### src/afsp_regs.svh
// afsp_regs.svh: constants of the serial configuration port and powerdown control
// assumes: included by bare name from the package and both ends
//
// Functional notes
// host programs trim values by rate and gain
// master bit powers down clamp, buffers, amplifiers
// master bit overrides every other powerdown bit
// each block has its own powerdown bit
// serial clock stays below main clock, 20 MHz
// main clock runs during every transaction
// pins released while select is high
// host writes baseline values after power-up
// host lowers select, drives command from first edge
// write frame: 0, 0, address, data
// device samples input on rising serial edges
// output driven first eight clocks, rising edges
// output is register addressed by previous frame
// write takes effect when select rises
// read frame: 1, 0, address, ignored byte
// read takes two frames, select-high gap between
// host may send next command while reading
// read frame stages register, changes nothing
// clamp generator may stay off with external clamp
// short frame is discarded, registers untouched
`ifndef AFSP_REGS_SVH
`define AFSP_REGS_SVH

// ----------------------------------------------------------------
// timing
// ----------------------------------------------------------------
`define AFSP_CLK_MHZ 125
`define AFSP_SCLK_PERIOD_NS 80
`define AFSP_SCLK_HALF ((`AFSP_SCLK_PERIOD_NS * `AFSP_CLK_MHZ) / 2000)
`define AFSP_SENW_NS 100
`define AFSP_SENW_CYC ((`AFSP_SENW_NS * `AFSP_CLK_MHZ + 999) / 1000)
// clk cycles from a host pin change until the device answer is driven on the output line
`define AFSP_LINK_LAT 3

// ----------------------------------------------------------------
// frame layout
// ----------------------------------------------------------------
`define AFSP_FRAME_BITS 16
`define AFSP_OUT_BITS 8
`define AFSP_DIR_BIT 15
`define AFSP_DEV_BIT 14
`define AFSP_ADDR_HI 13
`define AFSP_ADDR_LO 8
`define AFSP_DIR_WRITE 1'b0
`define AFSP_DIR_READ 1'b1
`define AFSP_DEV_ADDR 1'b0

// ----------------------------------------------------------------
// device registers
// ----------------------------------------------------------------
`define AFSP_REG_PWR_OFF 6'h01
`define AFSP_REG_RESET 8'h00
`define AFSP_PD_MASTER 7
`define AFSP_PD_CLAMP 6
`define AFSP_PD_REF_HI 5
`define AFSP_PD_REF_LO 4
`define AFSP_PD_PGA_HI 3
`define AFSP_PD_PGA_LO 2
`define AFSP_PD_ADC_HI 1
`define AFSP_PD_ADC_LO 0
`define AFSP_TRIM_PGA_FAST 8'h09
`define AFSP_TRIM_ADC_FAST 8'h08
`define AFSP_TRIM_PGA_SLOW 8'h01

// ----------------------------------------------------------------
// host wishbone map
// ----------------------------------------------------------------
`define AFSP_WB_CMD 4'h0
`define AFSP_WB_STAT 4'h4
`define AFSP_WB_DIV 4'h8
`define AFSP_STAT_BUSY 0
`define AFSP_STAT_RX_LO 8

`endif

### src/afsp_pkg.sv
// afsp_pkg.sv: types shared by both ends of the serial configuration port
// assumes: afsp_regs.svh on the include path
`include "afsp_regs.svh"

package afsp_pkg;
	typedef logic [7:0] afsp_byte_type;
	typedef logic [5:0] afsp_addr_type;
	typedef logic [15:0] afsp_frame_type;
	// gray along idle, lead, shift, tail, gap
	typedef enum logic [2:0] {
		AFSP_IDLE = 3'h0,
		AFSP_LEAD = 3'h1,
		AFSP_SHIFT = 3'h3,
		AFSP_TAIL = 3'h2,
		AFSP_GAP = 3'h6
	} afsp_state_type;
endpackage

### src/afsp_if.sv
// afsp_if.sv: four-wire serial link between host and device
// assumes: the serial output line idles high when nobody drives it
interface afsp_if;
	logic sclk; // serial clock from host
	logic senN; // frame select, active low
	logic serial_in_pin; // host to device data
	logic sdoOut; // device output value
	logic sdoOe; // device output enable
	logic serial_out_pin; // resolved output line

	// pull-up stands in for the released line
	assign serial_out_pin = sdoOe ? sdoOut : 1'b1;

	modport dev (input sclk, input senN, input serial_in_pin, output sdoOut, output sdoOe);
	modport host (output sclk, output senN, output serial_in_pin, input serial_out_pin);
endinterface // afsp_if

### src/afsp_sync.sv
// afsp_sync.sv: two flip-flop synchroniser for slow link pins
// assumes: inputs are levels that stay put for several clocks
module afsp_sync #(
	parameter int WIDTH = 1,
	parameter logic [WIDTH-1:0] RST_VAL = '0
) (
	input wire logic clk, // system clock
	input wire logic nrst, // async reset, active low
	input wire logic [WIDTH-1:0] din, // asynchronous inputs
	output logic [WIDTH-1:0] dout // synchronised outputs
);
	logic [WIDTH-1:0] meta_r;
	logic [WIDTH-1:0] stable_r;

	// first stage feeds only the second stage
	always_ff @(posedge clk or negedge nrst) begin
		if (!nrst) begin
			meta_r <= RST_VAL;
			stable_r <= RST_VAL;
		end else begin
			meta_r <= din;
			stable_r <= meta_r;
		end
	end

	assign dout = stable_r;
endmodule // afsp_sync

### src/afsp_device.sv
// afsp_device.sv: device end, serial register file and powerdown control
// assumes: clk is the main clock and runs through every frame; sclk is slow
// enough to be oversampled several times per half period
`include "afsp_regs.svh"

module afsp_device (
	input wire logic clk, // main clock
	input wire logic nrst, // async reset, active low
	afsp_if.dev link, // serial link pins
	output logic clampOff, // clamp generator powered down
	output logic [1:0] refBufOff, // reference buffers off, bit1 = ch2
	output logic [1:0] pgaOff, // amplifiers off, bit1 = ch2
	output logic [1:0] adcOff, // converter amplifiers off, bit1 = ch2
	output logic cfgWrStb, // one-cycle pulse per register write
	output afsp_pkg::afsp_addr_type cfgWrAddr, // address of last write
	output afsp_pkg::afsp_byte_type cfgWrData, // value of last write
	output logic frameDropStb // one-cycle pulse, frame discarded
);
	import afsp_pkg::*;

	localparam int ADDR_W = 6;
	localparam int NUM_REGS = 2 ** ADDR_W;
	localparam logic [4:0] FULL_CNT = 5'(`AFSP_FRAME_BITS);
	localparam logic [4:0] LAST_OUT = 5'(`AFSP_OUT_BITS - 1);
	localparam logic [4:0] SAT_CNT = 5'h1F;

	// ----------------------------------------------------------------
	// pin capture
	// ----------------------------------------------------------------
	logic sclkS;
	logic senNS;
	logic sdiS;
	logic sclkD_r;
	logic senND_r;

	// select resets high so no frame is seen during reset
	afsp_sync #(
		.WIDTH(3),
		.RST_VAL(3'h2)
	) uSync (
		.clk(clk),
		.nrst(nrst),
		.din({link.sclk, link.senN, link.serial_in_pin}),
		.dout({sclkS, senNS, sdiS})
	);

	// delayed copies for edge finding
	always_ff @(posedge clk or negedge nrst) begin
		if (!nrst) begin
			sclkD_r <= 1'b0;
			senND_r <= 1'b1;
		end else begin
			sclkD_r <= sclkS;
			senND_r <= senNS;
		end
	end

	// ----------------------------------------------------------------
	// edge and frame decode
	// ----------------------------------------------------------------
	wire inFrame;
	wire sclkRise;
	wire frameStart;
	wire frameEnd;

	assign inFrame = ~senNS;
	assign sclkRise = sclkS & ~sclkD_r;
	assign frameStart = senND_r & ~senNS;
	assign frameEnd = ~senND_r & senNS;

	// ----------------------------------------------------------------
	// input shifter
	// ----------------------------------------------------------------
	afsp_frame_type shiftIn_r;
	logic [4:0] bitCnt_r;

	// sample on each rising serial edge inside a frame
	always_ff @(posedge clk or negedge nrst) begin
		if (!nrst) begin
			shiftIn_r <= '0;
		end else if (inFrame && sclkRise) begin
			shiftIn_r <= {shiftIn_r[`AFSP_FRAME_BITS-2:0], sdiS};
		end
	end

	// count saturates so overlong frames never wrap back to a valid count
	always_ff @(posedge clk or negedge nrst) begin
		if (!nrst) begin
			bitCnt_r <= '0;
		end else if (frameStart) begin
			bitCnt_r <= '0;
		end else if (inFrame && sclkRise && bitCnt_r != SAT_CNT) begin
			bitCnt_r <= bitCnt_r + 5'h01;
		end
	end

	// ----------------------------------------------------------------
	// command decode
	// ----------------------------------------------------------------
	wire frameOk;
	wire isWrite;
	wire addressed;
	wire frameTake;
	wire doWrite;
	wire frameDrop;
	afsp_addr_type frameAddr;
	afsp_byte_type frameData;
	afsp_byte_type regsRd;
	afsp_byte_type stageNxt;

	assign frameAddr = shiftIn_r[`AFSP_ADDR_HI:`AFSP_ADDR_LO];
	assign frameData = shiftIn_r[`AFSP_OUT_BITS-1:0];
	assign frameOk = (bitCnt_r == FULL_CNT);
	assign isWrite = (shiftIn_r[`AFSP_DIR_BIT] == `AFSP_DIR_WRITE);
	assign addressed = (shiftIn_r[`AFSP_DEV_BIT] == `AFSP_DEV_ADDR);
	assign frameTake = frameEnd & frameOk & addressed;
	assign doWrite = frameTake & isWrite;
	assign frameDrop = frameEnd & ~frameOk;

	// ----------------------------------------------------------------
	// register file
	// ----------------------------------------------------------------
	afsp_byte_type regs_r [NUM_REGS];

	// written only at select rise of a complete write frame
	for (genvar i = 0; i < NUM_REGS; i++) begin : gReg
		always_ff @(posedge clk or negedge nrst) begin
			if (!nrst) begin
				regs_r[i] <= `AFSP_REG_RESET;
			end else if (doWrite && frameAddr == ADDR_W'(i)) begin
				regs_r[i] <= frameData;
			end
		end
	end

	// read frames leave the file alone and stage the current value
	assign regsRd = regs_r[frameAddr];
	assign stageNxt = isWrite ? frameData : regsRd;

	// ----------------------------------------------------------------
	// output staging and shifter
	// ----------------------------------------------------------------
	afsp_byte_type staged_r;
	afsp_byte_type outSh_r;
	logic sdoOut_r;
	logic sdoOe_r;

	// staged byte is what the next frame returns
	always_ff @(posedge clk or negedge nrst) begin
		if (!nrst) begin
			staged_r <= `AFSP_REG_RESET;
		end else if (frameTake) begin
			staged_r <= stageNxt;
		end
	end

	// msb leads at select fall, later bits move on rising edges
	always_ff @(posedge clk or negedge nrst) begin
		if (!nrst) begin
			outSh_r <= '0;
			sdoOut_r <= 1'b0;
			sdoOe_r <= 1'b0;
		end else if (!inFrame) begin
			sdoOe_r <= 1'b0;
		end else if (frameStart) begin
			outSh_r <= staged_r;
			sdoOut_r <= staged_r[`AFSP_OUT_BITS-1];
			sdoOe_r <= 1'b1;
		end else if (sclkRise && bitCnt_r == LAST_OUT) begin
			sdoOe_r <= 1'b0;
		end else if (sclkRise && bitCnt_r < LAST_OUT) begin
			outSh_r <= {outSh_r[`AFSP_OUT_BITS-2:0], 1'b0};
			sdoOut_r <= outSh_r[`AFSP_OUT_BITS-2];
		end
	end

	assign link.sdoOut = sdoOut_r;
	assign link.sdoOe = sdoOe_r;

	// ----------------------------------------------------------------
	// powerdown control
	// ----------------------------------------------------------------
	afsp_byte_type pwrReg;
	wire master;
	logic clampOff_r;
	logic [1:0] refBufOff_r;
	logic [1:0] pgaOff_r;
	logic [1:0] adcOff_r;

	assign pwrReg = regs_r[`AFSP_REG_PWR_OFF];
	assign master = pwrReg[`AFSP_PD_MASTER];

	// master bit ors into every block, so no other bit can keep one alive
	always_ff @(posedge clk or negedge nrst) begin
		if (!nrst) begin
			clampOff_r <= 1'b0;
			refBufOff_r <= '0;
			pgaOff_r <= '0;
			adcOff_r <= '0;
		end else begin
			clampOff_r <= master | pwrReg[`AFSP_PD_CLAMP];
			refBufOff_r <= {2{master}} | pwrReg[`AFSP_PD_REF_HI:`AFSP_PD_REF_LO];
			pgaOff_r <= {2{master}} | pwrReg[`AFSP_PD_PGA_HI:`AFSP_PD_PGA_LO];
			adcOff_r <= {2{master}} | pwrReg[`AFSP_PD_ADC_HI:`AFSP_PD_ADC_LO];
		end
	end

	assign clampOff = clampOff_r;
	assign refBufOff = refBufOff_r;
	assign pgaOff = pgaOff_r;
	assign adcOff = adcOff_r;

	// ----------------------------------------------------------------
	// user-side write report
	// ----------------------------------------------------------------
	logic cfgWrStb_r;
	afsp_addr_type cfgWrAddr_r;
	afsp_byte_type cfgWrData_r;
	logic frameDrop_r;

	// lets the analog model pick up new settings from the write onward
	always_ff @(posedge clk or negedge nrst) begin
		if (!nrst) begin
			cfgWrStb_r <= 1'b0;
			cfgWrAddr_r <= '0;
			cfgWrData_r <= '0;
			frameDrop_r <= 1'b0;
		end else begin
			cfgWrStb_r <= doWrite;
			frameDrop_r <= frameDrop;
			if (doWrite) begin
				cfgWrAddr_r <= frameAddr;
				cfgWrData_r <= frameData;
			end
		end
	end

	assign cfgWrStb = cfgWrStb_r;
	assign cfgWrAddr = cfgWrAddr_r;
	assign cfgWrData = cfgWrData_r;
	assign frameDropStb = frameDrop_r;
endmodule // afsp_device

### src/flat_wrapper.sv
// flat-port wrapper written by rule: the top's interface ports become plain ports
module afsp_device_flat import afsp_pkg::*;
  (clk, nrst, clampOff, refBufOff, pgaOff, adcOff, cfgWrStb, cfgWrAddr, cfgWrData, frameDropStb, link_sclk, link_senN, link_serial_in_pin, link_sdoOut, link_sdoOe);
  afsp_if link_i ();
  input wire logic clk;
  input wire logic nrst;
  output logic clampOff;
  output logic [1:0] refBufOff;
  output logic [1:0] pgaOff;
  output logic [1:0] adcOff;
  output logic cfgWrStb;
  output afsp_pkg::afsp_addr_type cfgWrAddr;
  output afsp_pkg::afsp_byte_type cfgWrData;
  output logic frameDropStb;
  input wire logic [$bits(link_i.sclk)-1:0] link_sclk;
  input wire logic [$bits(link_i.senN)-1:0] link_senN;
  input wire logic [$bits(link_i.serial_in_pin)-1:0] link_serial_in_pin;
  output wire logic [$bits(link_i.sdoOut)-1:0] link_sdoOut;
  output wire logic [$bits(link_i.sdoOe)-1:0] link_sdoOe;
  assign link_i.sclk = link_sclk;
  assign link_i.senN = link_senN;
  assign link_i.serial_in_pin = link_serial_in_pin;
  assign link_sdoOut = link_i.sdoOut;
  assign link_sdoOe = link_i.sdoOe;
  afsp_device u_core (.clk(clk), .nrst(nrst), .link(link_i), .clampOff(clampOff), .refBufOff(refBufOff), .pgaOff(pgaOff), .adcOff(adcOff), .cfgWrStb(cfgWrStb), .cfgWrAddr(cfgWrAddr), .cfgWrData(cfgWrData), .frameDropStb(frameDropStb));
endmodule
### config.mk
export PLATFORM = sky130hd
export DESIGN_NAME = afsp_device_flat
export DESIGN_NICKNAME = d
export VERILOG_FILES = /design/src/afsp_pkg.sv /design/src/afsp_if.sv /design/src/afsp_sync.sv /design/src/afsp_device.sv /design/src/flat_wrapper.sv
export VERILOG_INCLUDE_DIRS = /design/src
export SDC_FILE = /design/constraint.sdc
export NUM_CORES = 1
export LEC_CHECK = 0
export BUFFER_PORTS_ARGS = -buffer_cell sky130_fd_sc_hd__buf_2
export CAP_MARGIN = 20
export CORE_MARGIN = 2
export CORE_UTILIZATION = 45
export CTS_BUF_LIST = sky130_fd_sc_hd__clkbuf_4 sky130_fd_sc_hd__clkbuf_8
export DETAILED_ROUTE_END_ITERATION = 12
export SETUP_SLACK_MARGIN = 0.15
export SLEW_MARGIN = 20
export SYNTH_ARGS = -nofsm -noshare
export SYNTH_HDL_FRONTEND = slang
export SYNTH_SLANG_ARGS = --single-unit
### constraint.sdc
create_clock -name clk -period 2.8 [get_ports clk]
set_input_delay 0.56 -clock clk [delete_from_list [all_inputs] [get_ports clk]]
set_output_delay 0.56 -clock clk [all_outputs]
set_load 0.01 [all_outputs]
==> results.md, run 1 <==
* Crit. End Element: flop
* Final Hold Viols at 0
* Status: complete, no violations
* FF-to-FF Start: u_core.shiftIn_r[8]
* Critical path startpoint: u_core.shiftIn_r[8]
* Vias at ~15000
* Synthesized instance count at ~1700
* Fin crit share at 0.926
* Global Route Usage Sum at 0.221
* Most frequent cells in the layout: 568 x dfrtp_1, 526 x mux2_2, 128 x mux4_2
* Post-route cell area at just over 30000 sq um
* Async S/R FF share, synth at 1.00
* CTS tree: yes
* Net Count, Synth at 1719
* Largest net degree at the start of global routing at 90
* Max incr delay on CP at 540 ps
* Mapped Area at ~26000 sq um
* Die X at between 200 and 250 um
* Fin nets at 1840
* Number of setup violations in the final report at 0
* Max-slew headroom at 0.505
* H-tree depth at 3
* LEAKAGE at ~14 nW
* Drt first pass iters at 5
* PwrDens at around 600 nW/um^2
* Setup Skew at roughly 30 ps
* Row cnt at roughly 90
* Synthesized area per cell at 15.2 sq um
* Die Footprint at 59700 sq um
* Share of layout cells above drive strength 1 at 0.551
* Commonest non-fill, non-tap cell in the layout: dfrtp_1
* Post-route ant nets at 0
* Buffers on Ports at 29
* Flops & latches, synth at ~580
* Clock-pin slew on the worst setup and hold paths at about 70 ps
* Slowest cell on the critical path: mux4_2
* Hold Path Class: reg2reg
* Fmax at 386 MHz
* GRT overflow at 0
* Antenna violations before repair at 2
* First-pass GRT wire length at approximately 100000 um
* Yosys warns at 0
* Core Box Area at 57500 sq um
* RSZ-0062 raised after global routing: true
* CTS Buf Count at 97
* Post-synthesis sequential area ratio at 0.559
* Max-cap violations at 0
* Vias in the first global route at between 15000 and 20000
* Max Slew Vio Count at 0
* CP top delay family: compound AO/OA/AOI/OAI gates
* First-iteration detailed-routing DRC count at between 700 and 800
* Overall die height at ~240 um
* WP buf/inv at 2
* Worst-Margin Slew at 742 ps
* Min cycle time layout at between 2000 and 3000 ps
* Max Root-Sink Buffers at 3
* Number of synthesized flops with an enable pin at 0
* CP required at about 3400 ps
* Final WL at around 64000 um
* Layout area overhead at 16.1%
* Crit path DAT at around 3200 ps
* CTS sink count at about 580
* Min-delay src: u_core.uSync.meta_r[0]
* Synth cell types at between 40 and 50
* GPL Wtd Cong at ~0.82
* Crit path cell chain: buf_4 > clkbuf_16 > mux4_2 > a22oi_1 > a21oi_1 > o41ai_1 > a31oi_1
* Initial Util at 0.453
* Peak VDD IR at ~450 uV
* WS Path Type: reg2reg
* I/O pins at 30
* Clk root buf: clkbuf_8
* Via/cell ratio at 5.66
* Post-DP HPWL at ~40000 um
* Dpl cell area at 27700 sq um
* # DRC at 0
* Clk_lat worst skew at ~700 ps
* Predominant post-synthesis flop cell: dfrtp_1
* WL/cell at between 20 and 25 um
* Crit path launch type: flop
* CP Max Fanout at 11
* Setup TNS at 0 ps
[cell type report]
| cell class | instances | area (sq um) |
|---|---|---|
| flip-flops and latches | 581 | 14600 |
| fillers | 4825 | 27300 |
| clock buffers | 162 | 1990 |
| inverters | 2 | 7.51 |
| clock inverters | 10 | 108 |
| diodes | 1 | 2.50 |
| well taps | 765 | 957 |
| repair buffers | 160 | 1590 |
| multi-input cells | 990 | 11000 |
[stage by stage]
| step | total power, W | worst slack (ps) | util | hold slack (ps) | std cells |
|---|---|---|---|---|---|
| floorplan | 0.00941 | 171 | - | 264 | 1711 |
| global placement | 0.0102 | 143 | 0.483 | 340 | 2477 |
| detailed placement | 0.0102 | 125 | 0.483 | 341 | 2477 |
| CTS | 0.0183 | 151 | 0.521 | 359 | 2654 |
| global route | 0.0189 | 125 | 0.526 | 360 | 2671 |
| finish | 0.0181 | 206 | 0.526 | 351 | 2671 |
[metal layers]
layer | up-vias | wire (um) | track usage | share of wire
li1 | 6585 | - | - | -
met1 | 8143 | 28800 | 0.300 | 0.45
met2 | 279 | 30700 | 0.354 | 0.48
met3 | 122 | 2510 | 0.0452 | 0.039
met4 | 0 | 1790 | 0.0778 | 0.028
met5 | - | 0 | 0 | 0
[cells by family after synthesis]
| group | after synthesis | share of synthesized area |
|---|---|---|
| multiplexers | 662 | 0.342 |
| flip-flops | 581 | 0.559 |
| AND/OR/NAND/NOR | 198 | 0.0436 |
| buffers and inverters | 140 | 0.0213 |
| AO/OA/AOI/OAI | 125 | 0.0323 |
| adder cells (fa/ha/maj) | 3 | 0.00144 |
| XOR/XNOR | 2 | 0.000673 |
[worst reg2reg max path: stages (launching register included)]
cell,delay (ps)
dfrtp_4,520
buf_4,190
clkbuf_16,200
mux4_2,540
a22oi_1,410
a21oi_1,220
o41ai_1,290
a31oi_1,120
[worst paths after layout]
kind	endpoint	slack, ps	cells after the start
setup / recovery	u_core.staged_r[1]	210	7
hold / removal	u_core.uSync.dout[0]	350	0
setup reg to reg	u_core.staged_r[1]	210	7
hold reg to reg	u_core.uSync.dout[0]	350	0
max in group asynchronous	u_core.regs_r[10]	1420	3
min in group asynchronous	u_core.regs_r[157]	390	2
[power by group]
part | internal (W) | total [W] | switching (W)
Clock | 0.00463 | 0.00798 | 0.00335
Sequential | 0.00844 | 0.00869 | 0.000245
Combinational | 0.000473 | 0.00141 | 0.000938
[sequential cells by signal, indices dropped and copies added (netlist names)]
name,cells
u_core.regs_r,504
u_core.shiftIn_r,16
u_core.cfgWrData,8
u_core.pwrReg,8
u_core.staged_r,8
u_core.outSh_r,7
u_core.cfgWrAddr,6
u_core.bitCnt_r,5
u_core.uSync.dout,3
u_core.uSync.meta_r,3
u_core.adcOff,2
u_core.pgaOff,2
u_core.refBufOff,2
u_core.cfgWrStb,1
u_core.clampOff,1
u_core.frameDropStb,1
u_core.link.sdoOe,1
u_core.link.sdoOut,1
u_core.sclkD_r,1
u_core.senND_r,1
[synthesized netlist by cell type, drive strengths merged (7+ instances only)]
cell type	count	area share
nand2b	16	0.0038
nand2	90	0.013
o21ai	7	0.0013
mux4	128	0.11
mux2i	7	0.0027
nor3	27	0.011
or2	8	0.0019
nor2	33	0.0051
a22oi	64	0.018
o41ai	8	0.0027
nor2b	9	0.0022
a31oi	9	0.0022
mux2	527	0.23
dfrtp	578	0.56
buf	23	0.0044
clkbuf	115	0.017
a21oi	33	0.0063
[repair_timing]
item | in CTS | in global routing
hold endpoints to repair | 37 | 0
cloned | 1 | 1
gates resized for setup | 0 | 20
hold buffers | 4 | 0
endpoints found under the setup margin | 12 | 123
buffers inserted | 0 | 15
pin swaps | 2 | 6
(Power assumes the default switching activity.)
==> inputs of run 2 (changes only) <==
--- a/config.mk
+++ b/config.mk
@@ -7,13 +7,14 @@
 export NUM_CORES = 1
 export LEC_CHECK = 0
 export BUFFER_PORTS_ARGS = -buffer_cell sky130_fd_sc_hd__buf_2
-export CAP_MARGIN = 20
 export CORE_MARGIN = 2
 export CORE_UTILIZATION = 45
 export CTS_BUF_LIST = sky130_fd_sc_hd__clkbuf_4 sky130_fd_sc_hd__clkbuf_8
 export DETAILED_ROUTE_END_ITERATION = 12
 export SETUP_SLACK_MARGIN = 0.15
+export SKIP_CTS_REPAIR_TIMING = 1
 export SLEW_MARGIN = 20
 export SYNTH_ARGS = -nofsm -noshare
 export SYNTH_HDL_FRONTEND = slang
+export SYNTH_HIERARCHICAL = 1
 export SYNTH_SLANG_ARGS = --single-unit
==> run 2 against run 1 <==
Cell area decreased by 0.79%. Worst hold slack got worse by 1.8 ps. Final cell count decreased by 0.94%. Die area decreased by 0.58%. Non-clock buffer count decreased by 17. Critical path type unchanged. Largest power group unchanged.
==> results.md, run 2 <==
* Core Box Area at 56600 sq um (-1.5%)
* Most frequent cells in the layout: 568 x dfrtp_1, 528 x mux2_2, 135 x clkbuf_8
* Hold endpoint: u_core/uSync/dout[0]
* LEAKAGE at 14.4 nW (-0.51%)
* Post-synthesis sequential area ratio at 0.562 (+0.00330)
* Internal power at 0.0143 W (+5.4%)
* Clk root buf: clkbuf_8
* Area occupied by multi-input gates at 10800 sq um (-1.5%)
* Mapped Area at 25900 sq um (-0.59%)
* Global Route met3 Usage at 0.0444 (-0.000822)
* Min-delay src: u_core/uSync/meta_r[0]
* Antenna violations before repair at 0 (-2)
* Min cycle time layout at 2690 ps (+91.7 ps)
* CP required at 3380 ps (+20 ps)
* Post-DP HPWL at 41900 um (+3.5%)
* Met2 GRT Util at 0.343 (-0.0104)
* Final WL at 64900 um (+1.6%)
* Fin nets at 1814 (-1.4%)
* Reg2reg setup slack at 110 ps (-90 ps)
* GPL Wtd Cong at 0.855 (+4.4%)
* Post-synth top area share at 0.559 (+0.00328)
* Row cnt at 87 (-1.1%)
* WP buf/inv at 1 (-1)
* Status: complete, no violations
* Max Root-Sink Buffers at 3 (unchanged)
* Non-Filler Instances at 2646 (-0.94%)
* First-pass GRT wire length at 102000 um (+1.9%)
* Final Hold Viols at 0 (unchanged)
* Layout area overhead at 15.9%
* Max-slew headroom at 0.379 (-0.126)
* Area contributors post-synth: dfrtp_1 56%, mux2_2 23%, mux4_2 11%
* Final design utilization at 0.530 (+0.00389)
* # DRC at 0 (unchanged)
* Crit path DAT at 3260 ps (+110 ps)
* PwrDens at 666 nW/um^2 (+11%)
* H-tree depth at 3 (unchanged)
* Top flop regs: u_core/regs_r x504, u_core/shiftIn_r x16
* Clock-pin slew on the worst setup and hold paths at 60 ps (about the same)
* Synthesized area per cell at 15.3 sq um (+0.35%)
* Initial Util at 0.457 (+0.00427)
* Vias in the first global route at 16410 (+0.63%)
* Crit path cell chain: nor4b_1 > nand2_2 > or4_1 > nor3_4 > buf_12 > mux2_2
* Largest register FFs at 504 (unchanged)
* FF-to-FF Start: u_core/uSync/dout[1]
* Drt first pass iters at 5 (unchanged)
* Most numerous cell in the Yosys netlist: dfrtp_1
* RSZ-0062 raised after global routing: true
* CTS Buf Count at 99 (+2.1%)
* CTS tree: yes
* Slowest cell on the critical path: or4_1
* Via/cell ratio at 5.73 (+1.1%)
* Max incr delay on CP at 740 ps (+200 ps)
* Layout fillers at 4705 (-2.5%)
* Sw Share at 0.284 (+0.0336)
* Die X at 244 um (-0.29%)
* Vias at 15159 (+0.20%)
* Number of setup violations in the final report at 0 (unchanged)
* Synthesized instance count at 1695 (-0.94%)
* CP Max Fanout at 8 (-3)
* Hold Crit Depth at 0 (unchanged)
* Peak VDD IR at 404 uV (-10%)
* Setup Skew at 42.6 ps (+12.5 ps)
* Max-cap violations at 0 (unchanged)
* Async S/R FF share, synth at 1.00 (unchanged)
* Commonest non-fill, non-tap cell in the layout: dfrtp_1
* Placed cell count at 2445 (-1.3%)
* Max Slew Vio Count at 0 (unchanged)
* Clk_lat worst skew at 710 ps (about the same)
* Flops & latches, synth at 581 (unchanged)
* Biggest area consumer among synthesized cells: dfrtp_1
* I/O pins at 30 (unchanged)
* Fin crit share at 0.959 (+0.0328)
* Crit path launch type: flop
* Global Route Usage Sum at 0.226 (+0.00515)
* R2r worst-path depth at 6 (-1)
* Crit. End Element: flop
* Worst-Margin Slew at 931 ps (+189 ps)
* Number of synthesized flops with an enable pin at 0 (unchanged)
* Hold Path Class: reg2reg
* Most used routing layer: met2
* WL/cell at 24.5 um (+2.6%)
* Overall die height at 244 um (-0.29%)
* Predominant post-synthesis flop cell: dfrtp_1
* Sequential cell area at 14600 sq um (unchanged)
* Comb pwr share at 0.123 (+0.045)
* P_sw at 0.00567 W (+25%)
* Fmax at 372 MHz (-3.4%)
* Yosys warns at 6 (+6)
* N_diodes at 0 (-1)
* Post-synth top cells: 578 x dfrtp_1, 528 x mux2_2, 128 x mux4_2, 92 x clkbuf_1, 76 x nand2_1
* Clock Power Share at 0.423 (-0.018)
* Buffers on Ports at 29 (unchanged)
* Setup TNS at 0 ps (unchanged)
* Synth cell types at 40 (-7.0%)
* CTS sink count at 581 (unchanged)
* Biggest register: u_core/regs_r
* Sequential share of power at 0.454 (-0.026)
* Share of layout cells above drive strength 1 at 0.547 (-0.00410)
* Reg2reg end: u_core/regs_r[506]
* First-iteration detailed-routing DRC count at 964 (+21%)
* GRT overflow at 0 (unchanged)
* Die Footprint at 59400 sq um (-0.58%)
* M1 GR Usage at 0.321 (+0.0205)
* Post-route ant nets at 0 (unchanged)
* Largest net degree at the start of global routing at 79 (-12%)
* CP top delay family: simple AND/OR/NAND/NOR gates
* Net Count, Synth at 1703 (-0.93%)
* WS Path Type: reg2reg
-- run 2: cell types whose count changed after synthesis, moves of 10 or more --
cell	change
nor2_1	-15
o21ai_0	+10
clkbuf_1	-23
nand2_1	-14
nand2b_1	-11
buf_2	+15
nand3_1	+28
-- run 2: cells by family after synthesis --
| logic type | after synthesis | share of synthesized area |
|---|---|---|
| mux | 663 | 0.344 |
| flops | 581 | 0.562 |
| simple gates | 184 | 0.0387 |
| buf+inv | 136 | 0.0212 |
| compound gates | 125 | 0.0312 |
| xor+xnor | 3 | 0.00102 |
| fa+ha+maj | 3 | 0.00145 |
-- run 2: metal layers --
metal / vias to the layer above / wire length, um
li1: 6538 / -
met1: 8148 / 29600
met2: 349 / 29900
met3: 124 / 3160
met4: 0 / 2260
met5: - / 0
-- run 2: area by class of cell --
class,count,area share
multi-input combinational,978,0.361
timing repair buffer,143,0.0453
clock buffer,163,0.0690
inverter,3,0.000376
clock inverter,22,0.00668
tap,756,0.0316
sequential,581,0.486
-- run 2: metrics by stage --
stage	area, sq um	worst slack [ps]	total power, W	hold WS (ps)
after floorplan	25900	512	0.0102	264
after global placement	27500	-116	0.0116	338
after detailed placement	27500	-182	0.0116	340
after CTS	29700	-198	0.0202	-199
after global routing	30000	34.3	0.0208	352
final	30000	114	0.0200	349
-- run 2: power groups by stage --
stage | combinational [W] | clock [W] | sequential, W
floorplan | 0.00155 | 0 | 0.00867
global placement | 0.00239 | 0 | 0.00924
detailed placement | 0.00239 | 0 | 0.00926
CTS | 0.00240 | 0.00867 | 0.00911
global route | 0.00263 | 0.00909 | 0.00910
finish | 0.00245 | 0.00844 | 0.00907
-- run 2: worst register-to-register path, cell delays in order (launching register included) --
cell	delay, ps
dfstp_2	530
nor4b_1	290
nand2_2	220
or4_1	750
nor3_4	300
buf_12	150
mux2_2	330
-- run 2: worst max-delay path by stage --
stage                                    start            endpoint  slack (ps)  cells after the start
after floorplan             u_core/bitCnt_r[0]  u_core/regs_r[248]         510                      8
after global placement    u_core/uSync/dout[1]  u_core/regs_r[153]        -120                      5
after detailed placement    u_core/bitCnt_r[0]  u_core/regs_r[156]        -180                      7
after CTS                   u_core/bitCnt_r[1]  u_core/regs_r[156]        -200                      7
after global routing      u_core/uSync/dout[1]  u_core/regs_r[506]          30                      6
final                     u_core/uSync/dout[1]  u_core/regs_r[506]         110                      6
